--- config.mk ---
export PLATFORM = sky130hd
export DESIGN_NAME = rmt_ranging
export DESIGN_NICKNAME = d
export VERILOG_FILES = /design/src/core/rmt_pkg.sv /design/src/core/rmt_ranging.sv
export VERILOG_INCLUDE_DIRS = /design/src /design/src/core
export SDC_FILE = /design/constraint.sdc
export NUM_CORES = 1
export LEC_CHECK = 0
export ABC_AREA = 1
export BUFFER_PORTS_ARGS = -buffer_cell sky130_fd_sc_hd__buf_2
export CORE_UTILIZATION = 45
export CTS_CLUSTER_SIZE = 8
export DETAILED_ROUTE_END_ITERATION = 8
export MAX_ROUTING_LAYER = met4
export RECOVER_POWER = 50
export SLEW_MARGIN = 10
export SYNTH_ARGS = -nofsm -noshare
export SYNTH_HDL_FRONTEND = slang
export SYNTH_SLANG_ARGS = --single-unit
--- constraint.sdc ---
create_clock -name pclk -period 3.75 [get_ports pclk]
set_input_delay 0.1875 -clock pclk [delete_from_list [all_inputs] [get_ports pclk]]
set_output_delay 0.1875 -clock pclk [all_outputs]
set_load 0.05 [all_outputs]
--- src/core/rmt_map.svh ---
// What this block does
// - Advertise capability; initiator ranges only capable neighbours, recipient ignores peer_capable
// - Initiator starts timer, then sends request
// - Request frames use immediate acknowledgement
// - Request carries number of measurement exchanges
// - Measurement sent only after acknowledged request
// - Initiator departure stamp plus transmit calibration
// - Initiator arrival stamp minus receive calibration
// - Report forwarded to management, then timer off
// - Recipient starts timer on received request
// - Recipient arrival stamp minus receive calibration
// - Recipient departure stamp plus transmit calibration
// - Recipient reports after all measurements arrive
// - Recipient may stop timer after report
`ifndef RMT_MAP_SVH
`define RMT_MAP_SVH

// ==========================================================
// Register offsets (byte addresses)
`define RMT_A_CTRL      8'h00
`define RMT_A_COUNT     8'h04
`define RMT_A_TXCAL     8'h08
`define RMT_A_RXCAL     8'h0c
`define RMT_A_STATUS    8'h10
`define RMT_A_INIT_DEP  8'h14
`define RMT_A_INIT_ARR  8'h18
`define RMT_A_RCP_ARR   8'h1c
`define RMT_A_RCP_DEP   8'h20
`define RMT_A_REP_ARR   8'h24
`define RMT_A_REP_DEP   8'h28
`define RMT_A_TIMER     8'h2c

// ==========================================================
// Field positions
`define RMT_CTRL_CAPABLE 0
`define RMT_CTRL_START   1
`define RMT_CTRL_ABORT   2
`define RMT_STAT_DONE    0
`define RMT_STAT_NOCAP   1
`define RMT_STAT_TIMER   2
`define RMT_STAT_STATE   8
`define RMT_STAT_CNT     16

// ==========================================================
// Reset values
`define RMT_COUNT_RST    8'h01
`define RMT_CAL_RST      32'h0000_0000

`endif

--- src/core/rmt_pkg.sv ---
package rmt_pkg;

   // ==========================================================
   // Sequence states
   typedef enum logic [5:0]
   {
      RMT_IDLE     = 6'b000001,
      RMT_I_REQ    = 6'b000010,
      RMT_I_MEAS   = 6'b000100,
      RMT_I_REPORT = 6'b001000,
      RMT_R_MEAS   = 6'b010000,
      RMT_R_REPORT = 6'b100000
   } rmt_state_t;

   // ==========================================================
   // Frame kinds on the MAC side
   typedef enum logic [1:0]
   {
      RMT_K_REQ    = 2'h0,
      RMT_K_MEAS   = 2'h1,
      RMT_K_REPORT = 2'h2,
      RMT_K_ACK    = 2'h3
   } rmt_kind_t;

endpackage

--- src/core/rmt_ranging.sv ---
`timescale 1ns/1ns
`include "rmt_map.svh"

module rmt_ranging
#(
   parameter int TW = 32,
   parameter int CW = 8
)
(
   // Clock, reset, enable
   input  wire logic                 pclk,
   input  wire logic                 presetn,
   input  wire logic                 pclken,
   // APB slave
   input  wire logic [7:0]           paddr,
   input  wire logic                 psel,
   input  wire logic                 penable,
   input  wire logic                 pwrite,
   input  wire logic [31:0]          pwdata,
   output logic      [31:0]          prdata,
   output logic                      pready,
   output logic                      pslverr,
   // Capability
   input  wire logic                 peer_capable,
   output logic                      capable_advert,
   // Frame transmit request to the MAC
   output logic                      tx_req,
   output rmt_pkg::rmt_kind_t        tx_kind,
   output logic                      tx_imm_ack,
   output logic      [CW-1:0]        tx_count,
   output logic      [TW-1:0]        tx_rep_arr,
   output logic      [TW-1:0]        tx_rep_dep,
   input  wire logic                 tx_mark,
   input  wire logic                 tx_done,
   input  wire logic                 ack_tx_mark,
   // Frame reception from the MAC
   input  wire logic                 rx_mark,
   input  wire rmt_pkg::rmt_kind_t   rx_kind,
   input  wire logic [CW-1:0]        rx_count,
   input  wire logic [TW-1:0]        rx_rep_arr,
   input  wire logic [TW-1:0]        rx_rep_dep,
   // Range timer and management side
   output logic                      timer_on,
   output logic                      dme_report_valid
);
   import rmt_pkg::*;

   // ==========================================================
   // State
   rmt_state_t       state;
   rmt_state_t       next_state;
   logic             capable;
   logic [CW-1:0]    meas_total;
   logic [CW-1:0]    meas_cnt;
   logic [TW-1:0]    timer;
   logic [TW-1:0]    tx_cal;
   logic [TW-1:0]    rx_cal;
   logic [TW-1:0]    init_dep;
   logic [TW-1:0]    init_arr;
   logic [TW-1:0]    rcp_arr;
   logic [TW-1:0]    rcp_dep;
   logic [TW-1:0]    rep_arr;
   logic [TW-1:0]    rep_dep;
   logic             done;
   logic             nocap;

   // ==========================================================
   // Bus decode
   wire              setup    = psel & ~penable;
   wire              wr_en    = pclken & psel & penable & pready & pwrite;
   wire              hit_ctrl = paddr == `RMT_A_CTRL;
   wire              hit_cnt  = paddr == `RMT_A_COUNT;
   wire              hit_txc  = paddr == `RMT_A_TXCAL;
   wire              hit_rxc  = paddr == `RMT_A_RXCAL;
   wire              hit_stat = paddr == `RMT_A_STATUS;
   wire              addr_ok  = hit_ctrl | hit_cnt | hit_txc | hit_rxc
                              | hit_stat
                              | (paddr == `RMT_A_INIT_DEP)
                              | (paddr == `RMT_A_INIT_ARR)
                              | (paddr == `RMT_A_RCP_ARR)
                              | (paddr == `RMT_A_RCP_DEP)
                              | (paddr == `RMT_A_REP_ARR)
                              | (paddr == `RMT_A_REP_DEP)
                              | (paddr == `RMT_A_TIMER);
   wire              wr_ctrl  = wr_en & hit_ctrl;
   wire              start_wr = wr_ctrl & pwdata[`RMT_CTRL_START];
   wire              abort_wr = wr_ctrl & pwdata[`RMT_CTRL_ABORT];
   wire              clr_done = wr_en & hit_stat & pwdata[`RMT_STAT_DONE];
   wire              clr_ncap = wr_en & hit_stat & pwdata[`RMT_STAT_NOCAP];

   // ==========================================================
   // Frame events
   wire              ev_tx_mark = pclken & tx_mark;
   wire              ev_tx_done = pclken & tx_done;
   wire              ev_ack_tx  = pclken & ack_tx_mark;
   wire              ev_rx      = pclken & rx_mark;
   wire              ev_rx_req  = ev_rx & (rx_kind == RMT_K_REQ);
   wire              ev_rx_meas = ev_rx & (rx_kind == RMT_K_MEAS);
   wire              ev_rx_rep  = ev_rx & (rx_kind == RMT_K_REPORT);
   wire              ev_rx_ack  = ev_rx & (rx_kind == RMT_K_ACK);
   wire [CW-1:0]     cnt_inc    = meas_cnt + CW'(1);
   wire              last_init  = cnt_inc == meas_total;
   wire              last_rcp   = meas_cnt == meas_total;
   wire              idle       = state == RMT_IDLE;
   wire              start_ok   = start_wr & capable & peer_capable
                                & idle & (meas_total != '0);
   wire              nocap_set  = start_wr & idle
                                & ~(capable & peer_capable);
   wire              rcp_go     = idle & capable & ev_rx_req
                                & (rx_count != '0);
   wire              ack_ok     = ev_rx_ack & ~tx_req;

   // Corrected stamps
   wire [TW-1:0]     stamp_dep  = timer + tx_cal;
   wire [TW-1:0]     stamp_arr  = timer - rx_cal;

   // ==========================================================
   // Next state
   always_comb
   begin
      next_state = state;
      unique case (state)
         RMT_IDLE:
            if (start_ok)
               next_state = RMT_I_REQ;
            else if (rcp_go)
               next_state = RMT_R_MEAS;
         RMT_I_REQ:
            if (ack_ok)
               next_state = RMT_I_MEAS;
         RMT_I_MEAS:
            if (ack_ok & last_init)
               next_state = RMT_I_REPORT;
         RMT_I_REPORT:
            if (ev_rx_rep)
               next_state = RMT_IDLE;
         RMT_R_MEAS:
            if (ev_ack_tx & last_rcp)
               next_state = RMT_R_REPORT;
         RMT_R_REPORT:
            if (ev_tx_done)
               next_state = RMT_IDLE;
         default:
            next_state = RMT_IDLE;
      endcase
      if (abort_wr)
         next_state = RMT_IDLE;
   end

   // Transmit request launch
   wire              go_req  = idle & (next_state == RMT_I_REQ);
   wire              go_meas = (state == RMT_I_REQ & ack_ok)
                             | (state == RMT_I_MEAS & ack_ok & ~last_init);
   wire              go_rep  = state == RMT_R_MEAS
                             & next_state == RMT_R_REPORT;
   wire              launch  = ~abort_wr & (go_req | go_meas | go_rep);
   wire              next_timer_on = (next_state != RMT_IDLE);

   // ==========================================================
   // Sequencer
   always_ff @(posedge pclk or negedge presetn)
   begin
      if (!presetn)
      begin
         state      <= RMT_IDLE;
         timer_on   <= 1'b0;
         tx_req     <= 1'b0;
         tx_kind    <= RMT_K_REQ;
         tx_imm_ack <= 1'b0;
         tx_count   <= '0;
      end
      else if (pclken)
      begin
         state    <= next_state;
         timer_on <= next_timer_on;
         if (launch)
         begin
            tx_req     <= 1'b1;
            tx_kind    <= go_req ? RMT_K_REQ :
                          go_meas ? RMT_K_MEAS : RMT_K_REPORT;
            tx_imm_ack <= go_req | go_meas;
            tx_count   <= meas_total;
         end
         else if (tx_done | abort_wr)
            tx_req <= 1'b0;
      end
   end

   // ==========================================================
   // Range timer and measurement count
   always_ff @(posedge pclk or negedge presetn)
   begin
      if (!presetn)
      begin
         timer    <= '0;
         meas_cnt <= '0;
      end
      else if (pclken)
      begin
         if (timer_on)
            timer <= timer + TW'(1);
         if (idle)
            meas_cnt <= '0;
         else if ((state == RMT_I_MEAS & ack_ok) |
                  (state == RMT_R_MEAS & rx_kind == RMT_K_MEAS & rx_mark))
            meas_cnt <= cnt_inc;
      end
   end

   // ==========================================================
   // Stamps and report
   always_ff @(posedge pclk or negedge presetn)
   begin
      if (!presetn)
      begin
         init_dep         <= '0;
         init_arr         <= '0;
         rcp_arr          <= '0;
         rcp_dep          <= '0;
         rep_arr          <= '0;
         rep_dep          <= '0;
         dme_report_valid <= 1'b0;
      end
      else if (pclken)
      begin
         dme_report_valid <= state == RMT_I_REPORT & rx_mark
                           & rx_kind == RMT_K_REPORT;
         if (state == RMT_I_MEAS & tx_mark & tx_kind == RMT_K_MEAS)
            init_dep <= stamp_dep;
         if (state == RMT_I_MEAS & ack_ok)
            init_arr <= stamp_arr;
         if (state == RMT_R_MEAS & ev_rx_meas)
            rcp_arr <= stamp_arr;
         if (state == RMT_R_MEAS & ev_ack_tx)
            rcp_dep <= stamp_dep;
         if (state == RMT_I_REPORT & ev_rx_rep)
         begin
            rep_arr <= rx_rep_arr;
            rep_dep <= rx_rep_dep;
         end
      end
   end

   assign tx_rep_arr = rcp_arr;
   assign tx_rep_dep = rcp_dep;

   // ==========================================================
   // Registers
   always_ff @(posedge pclk or negedge presetn)
   begin
      if (!presetn)
      begin
         capable        <= 1'b0;
         capable_advert <= 1'b0;
         meas_total     <= CW'(`RMT_COUNT_RST);
         tx_cal         <= TW'(`RMT_CAL_RST);
         rx_cal         <= TW'(`RMT_CAL_RST);
         done           <= 1'b0;
         nocap          <= 1'b0;
      end
      else if (pclken)
      begin
         capable_advert <= capable;
         if (wr_ctrl)
            capable <= pwdata[`RMT_CTRL_CAPABLE];
         if (wr_en & hit_cnt & idle)
            meas_total <= pwdata[CW-1:0];
         else if (rcp_go)
            meas_total <= rx_count;
         if (wr_en & hit_txc)
            tx_cal <= pwdata[TW-1:0];
         if (wr_en & hit_rxc)
            rx_cal <= pwdata[TW-1:0];
         if ((state == RMT_I_REPORT & ev_rx_rep) |
             (state == RMT_R_REPORT & ev_tx_done))
            done <= 1'b1;
         else if (clr_done)
            done <= 1'b0;
         if (nocap_set)
            nocap <= 1'b1;
         else if (clr_ncap)
            nocap <= 1'b0;
      end
   end

   // ==========================================================
   // Read data
   wire [31:0] stat_word = (32'(meas_cnt) << `RMT_STAT_CNT)
                         | (32'(state) << `RMT_STAT_STATE)
                         | (32'(timer_on) << `RMT_STAT_TIMER)
                         | (32'(nocap) << `RMT_STAT_NOCAP)
                         | (32'(done) << `RMT_STAT_DONE);
   wire [31:0] rd_mux =
        hit_ctrl                    ? 32'(capable)
      : hit_cnt                     ? 32'(meas_total)
      : hit_txc                     ? 32'(tx_cal)
      : hit_rxc                     ? 32'(rx_cal)
      : hit_stat                    ? stat_word
      : paddr == `RMT_A_INIT_DEP    ? 32'(init_dep)
      : paddr == `RMT_A_INIT_ARR    ? 32'(init_arr)
      : paddr == `RMT_A_RCP_ARR     ? 32'(rcp_arr)
      : paddr == `RMT_A_RCP_DEP     ? 32'(rcp_dep)
      : paddr == `RMT_A_REP_ARR     ? 32'(rep_arr)
      : paddr == `RMT_A_REP_DEP     ? 32'(rep_dep)
      : paddr == `RMT_A_TIMER       ? 32'(timer)
      : 32'h0000_0000;

   always_ff @(posedge pclk or negedge presetn)
   begin
      if (!presetn)
      begin
         pready  <= 1'b0;
         pslverr <= 1'b0;
         prdata  <= 32'h0000_0000;
      end
      else if (pclken)
      begin
         pready  <= setup;
         pslverr <= setup & ~addr_ok;
         prdata  <= (setup & ~pwrite) ? rd_mux : 32'h0000_0000;
      end
   end
endmodule // rmt_ranging

==> impl_metrics.py <==
metrics = {
    "outcome": {
        "outcome": "complete, but fails checks",
        "violations": "design-rule violations, max-capacitance violations, max-slew violations",
    },
    "pwr": {
        "clockPowerShare": 0.411,
        "p_sw_frac": 0.3244,
        "power_density_mw_per_mm2": 415.5,
        "ir_worst_vdd_v": 0.0003385,
        "p_int_mw": 7.229,
        "seq_power_share": 0.417,
        "pwr-share-comb": 0.172,
        "p_switching_mw": 3.471,
        "power_leakage_nw": 13.69,
    },
    "layout": {
        "area.growth.synth_to_final_pct": 19.82,
        "fin_nets": 3491,
        "drive_above_1_share": 0.1079,
    },
    "synth": {
        "netlist_area_sq_mm": 0.02149,
        "synthAdderAreaFrac": 0.03912,
        "synth_seq_area_share": 0.4216,
        "synthSimpleGateAreaFrac": 0.3050,
        "synth_enable_flop_cells": 0,
        "synthMuxAreaShare": 0.0004657,
        "ys_warn_count": 0,
        "synthCells": 2964,
        "ys_ff_latch": 362,
        "synth_compound_area_frac": 0.1267,
        "avgSynthCellArea_sq_um": 7.251,
        "synth_ff_type": "dfrtp_1",
        "synth_top_family_by_area": "simple AND/OR/NAND/NOR gates",
        "async_reset_ff_frac": 1.000,
        "ys_types": 54,
        "synth_xor_area_frac": 0.02567,
        "synth_nets": 3155,
    },
    "timing": {
        "finalSetupViolCount": 0,
        "fin_ws_ps": 751.0,
        "max_freq_ghz": 0.3334,
        "max_slew_margin": -0.9942,
        "rsz0062_at_grt": "no",
        "setup_tns_ps": 0,
        "hold_viol": 0,
        "tightest_slew_ps": 2991,
        "finalClockSkew_ps": 17.82,
        "fin_crit_ps": 2999,
        "slew_viol_final": 141,
        "post-route-period-util": 0.7997,
    },
    "setup_path": {
        "cp_max_fo": 5,
        "start_kind": "flop",
        "cp.required_ps": 4240,
        "reg2reg_depth": 11,
        "worstSetupPathType": "reg2reg",
        "critPathArrivalTime_ps": 3490,
        "critPathCaptureType": "flop",
    },
    "grt": {
        "grt_pass1_wl_microns": 136200,
        "grt.total_usage": 0.3989,
        "grt_pass1_vias": 21140,
        "grt_max_degree": 108,
        "antenna_found_initial": 1,
        "gr-total-overflow": 0,
    },
    "routing": {
        "viasPerCell": 5.669,
        "wl_per_cell_microns": 24.02,
        "firstDrtPassIters": 7,
        "dr_total_vias": 22260,
        "wl_microns": 94320,
        "final_antenna_net_count": 0,
        "first_iter_violations": 2362,
        "drc_errors": 14,
    },
    "placement": {
        "hpwlAfterDp_microns": 72190,
        "io_buffers": 237,
        "routabilityCongestion": 1.081,
        "dp_worst_setup_slack_ps": 850.4,
    },
    "clocking": {
        "cts_num_sinks": 362,
        "clk_pin_slew_ps": 50,
        "clockBufferDepth": 3,
        "clock_latency_ps": 610,
        "cts_htree_levels": 2,
        "postCtsSetupBuffers": 0,
        "cts-buffers-inserted": 52,
        "root_buffer": "clkbuf_16",
        "cts_tree": "done",
    },
    "floorplan": {
        "io_pins": 238,
        "die_h_microns": 220.5,
        "start_util": 0.4587,
        "die_x_microns": 220.5,
        "rows": 79,
        "coreArea_sq_mm": 0.04685,
        "die_area_sq_mm": 0.04864,
    },
    "min_path": {
        "hp-class": "in2reg",
        "holdPathStages": 3,
    },
    "flow_run": {
        "cap_violations": 2,
    },
}
-- logic make-up (layout without fill, tap and decap cells) --
group / Yosys count / after routing
AOI/OAI and AO/OA: 504 / 504
adders and majority gates: 66 / 66
xor gates and xnor gates: 63 / 63
other: 0 / 1
buffers and inverters: 448 / 802
muxes: 1 / 1
and+or+nand+nor: 1520 / 1520
DFF: 362 / 362
-- cell usage in the layout, fill, tap and decap left out, types with 3 or more instances in the layout --
cell / synthesis / final
nor2_1: 187 / 187
clkbuf_1: 56 / 60
o21ai_1: 16 / 16
xnor2_1: 16 / 16
inv_1: 339 / 339
or2_2: 19 / 19
nand3_1: 196 / 198
o22ai_1: 43 / 43
buf_2: 35 / 189
nand4_1: 42 / 42
ha_1: 64 / 64
clkbuf_16: 0 / 54
xor2_1: 47 / 47
inv_2: 12 / 12
nor3_1: 20 / 21
a21oi_1: 129 / 129
nand2_2: 7 / 6
buf_12: 0 / 4
nand3b_1: 13 / 13
o21bai_1: 13 / 13
dfrtp_1: 360 / 360
nor2_4: 11 / 11
dlygate4sd3_1: 0 / 111
o21a_1: 10 / 10
a21boi_0: 3 / 3
o211ai_1: 11 / 11
nand2_1: 986 / 988
a21o_1: 5 / 5
buf_4: 2 / 27
nor4_1: 7 / 7
nand3_2: 5 / 5
a31oi_1: 5 / 5
o21ai_0: 260 / 260
nor2_2: 7 / 7
nor3_2: 3 / 3
-- stage by stage --
stage | power, mW | hold slack [ps] | instances | utilization | instance area [sq um]
final | 10.70 | 87.79 | 3926 | 0.5496 | 25750
after global routing | 11.03 | 67.27 | 3926 | 0.5496 | 25750
after CTS | 10.76 | 61.46 | 3925 | 0.5523 | 25870
after detailed placement | 6.270 | 330.1 | 3742 | 0.4975 | 23310
after global placement | 6.257 | 334.7 | 3742 | 0.4975 | 23310
after floorplan | 5.506 | -108.1 | 2964 | - | 21490
-- state kept, by name, indices dropped and copies added, names as in the netlist, 2 cells and up --
register    cells
rx_cal         32
tx_rep_arr     32
tx_cal         32
timer          32
tx_rep_dep     32
prdata         32
init_dep       32
tx_kind         2
meas_total      8
rep_dep        32
state           6
tx_count        8
rep_arr        32
meas_cnt        8
init_arr       32
-- synth_stat cells, drive strengths merged, types with 9 or more instances --
library cell	count	area share
a21oi	129	0.030
nand3	205	0.051
nor4	9	0.0040
clkbuf	57	0.010
nor2	206	0.041
xnor2	16	0.0065
nand4	45	0.014
nor3	25	0.0076
or2	20	0.0058
o22ai	43	0.013
o21ai	277	0.065
xor2	47	0.019
nand3b	13	0.0045
o21bai	13	0.0045
dfrtp	360	0.42
buf	40	0.010
ha	64	0.037
o21a	10	0.0035
inv	351	0.061
o211ai	12	0.0044
nand2	996	0.18
-- path summary, 6_finish.rpt --
kind / to / slack [ps] / start
worst max-delay path: tx_rep_arr[26] / 750 / timer[0]
worst min-delay path: rx_cal[2] / 90 / pwdata[2]
worst max register to register: tx_rep_arr[26] / 750 / timer[0]
worst min register to register: tx_count[4] / 470 / tx_count[4]
max in group asynchronous: timer[4] / 900 / presetn
min in group asynchronous: rep_arr[25] / 1070 / presetn
-- area by class of cell --
| type | instances | area (sq um) |
|---|---|---|
| Antenna cell | 1 | 2.502 |
| Clock buffer | 69 | 1428 |
| Clock inverter | 3 | 26.28 |
| Fill cell | 4621 | 21100 |
| Inverter | 351 | 1318 |
| Multi-Input combinational cell | 2154 | 10640 |
| Sequential cell | 362 | 9061 |
| Tap cell | 607 | 759.5 |
| Timing Repair Buffer | 379 | 2521 |
-- power groups by stage --
stage | sequential [mW] | clock, mW | combinational (mW)
global route | 4.46 | 4.60 | 1.97
finish | 4.46 | 4.40 | 1.85
detailed placement | 4.51 | 0 | 1.76
global placement | 4.51 | 0 | 1.75
floorplan | 4.91 | 0 | 0.595
CTS | 4.45 | 4.45 | 1.86
-- metal layers --
metal	vias up	global-route usage	routed length, microns
met1	10710	0.4968	38440
met2	1078	0.6348	43680
li1	10230	-	-
met5	-	-	0
met4	0	0.2034	5517
met3	246	0.05375	6682
-- timing repair --
action                    CTS  global route
hold endpoints to repair  233             0
gates resized for setup     0             0
hold buffers              111             0
-- worst max-delay path: stages, from the launching register on --
cell and delay, ps:
dfrtp_1 420, inv_1 120, ha_1 270, fa_1 440, o21ai_2 320, a21oi_1 180, o21ai_0 550, nand3_1 250
nand3_1 120, nand2_1 70, nand3_1 80, nand2_1 50
No activity file was read; power rests on OpenSTA's default activity.
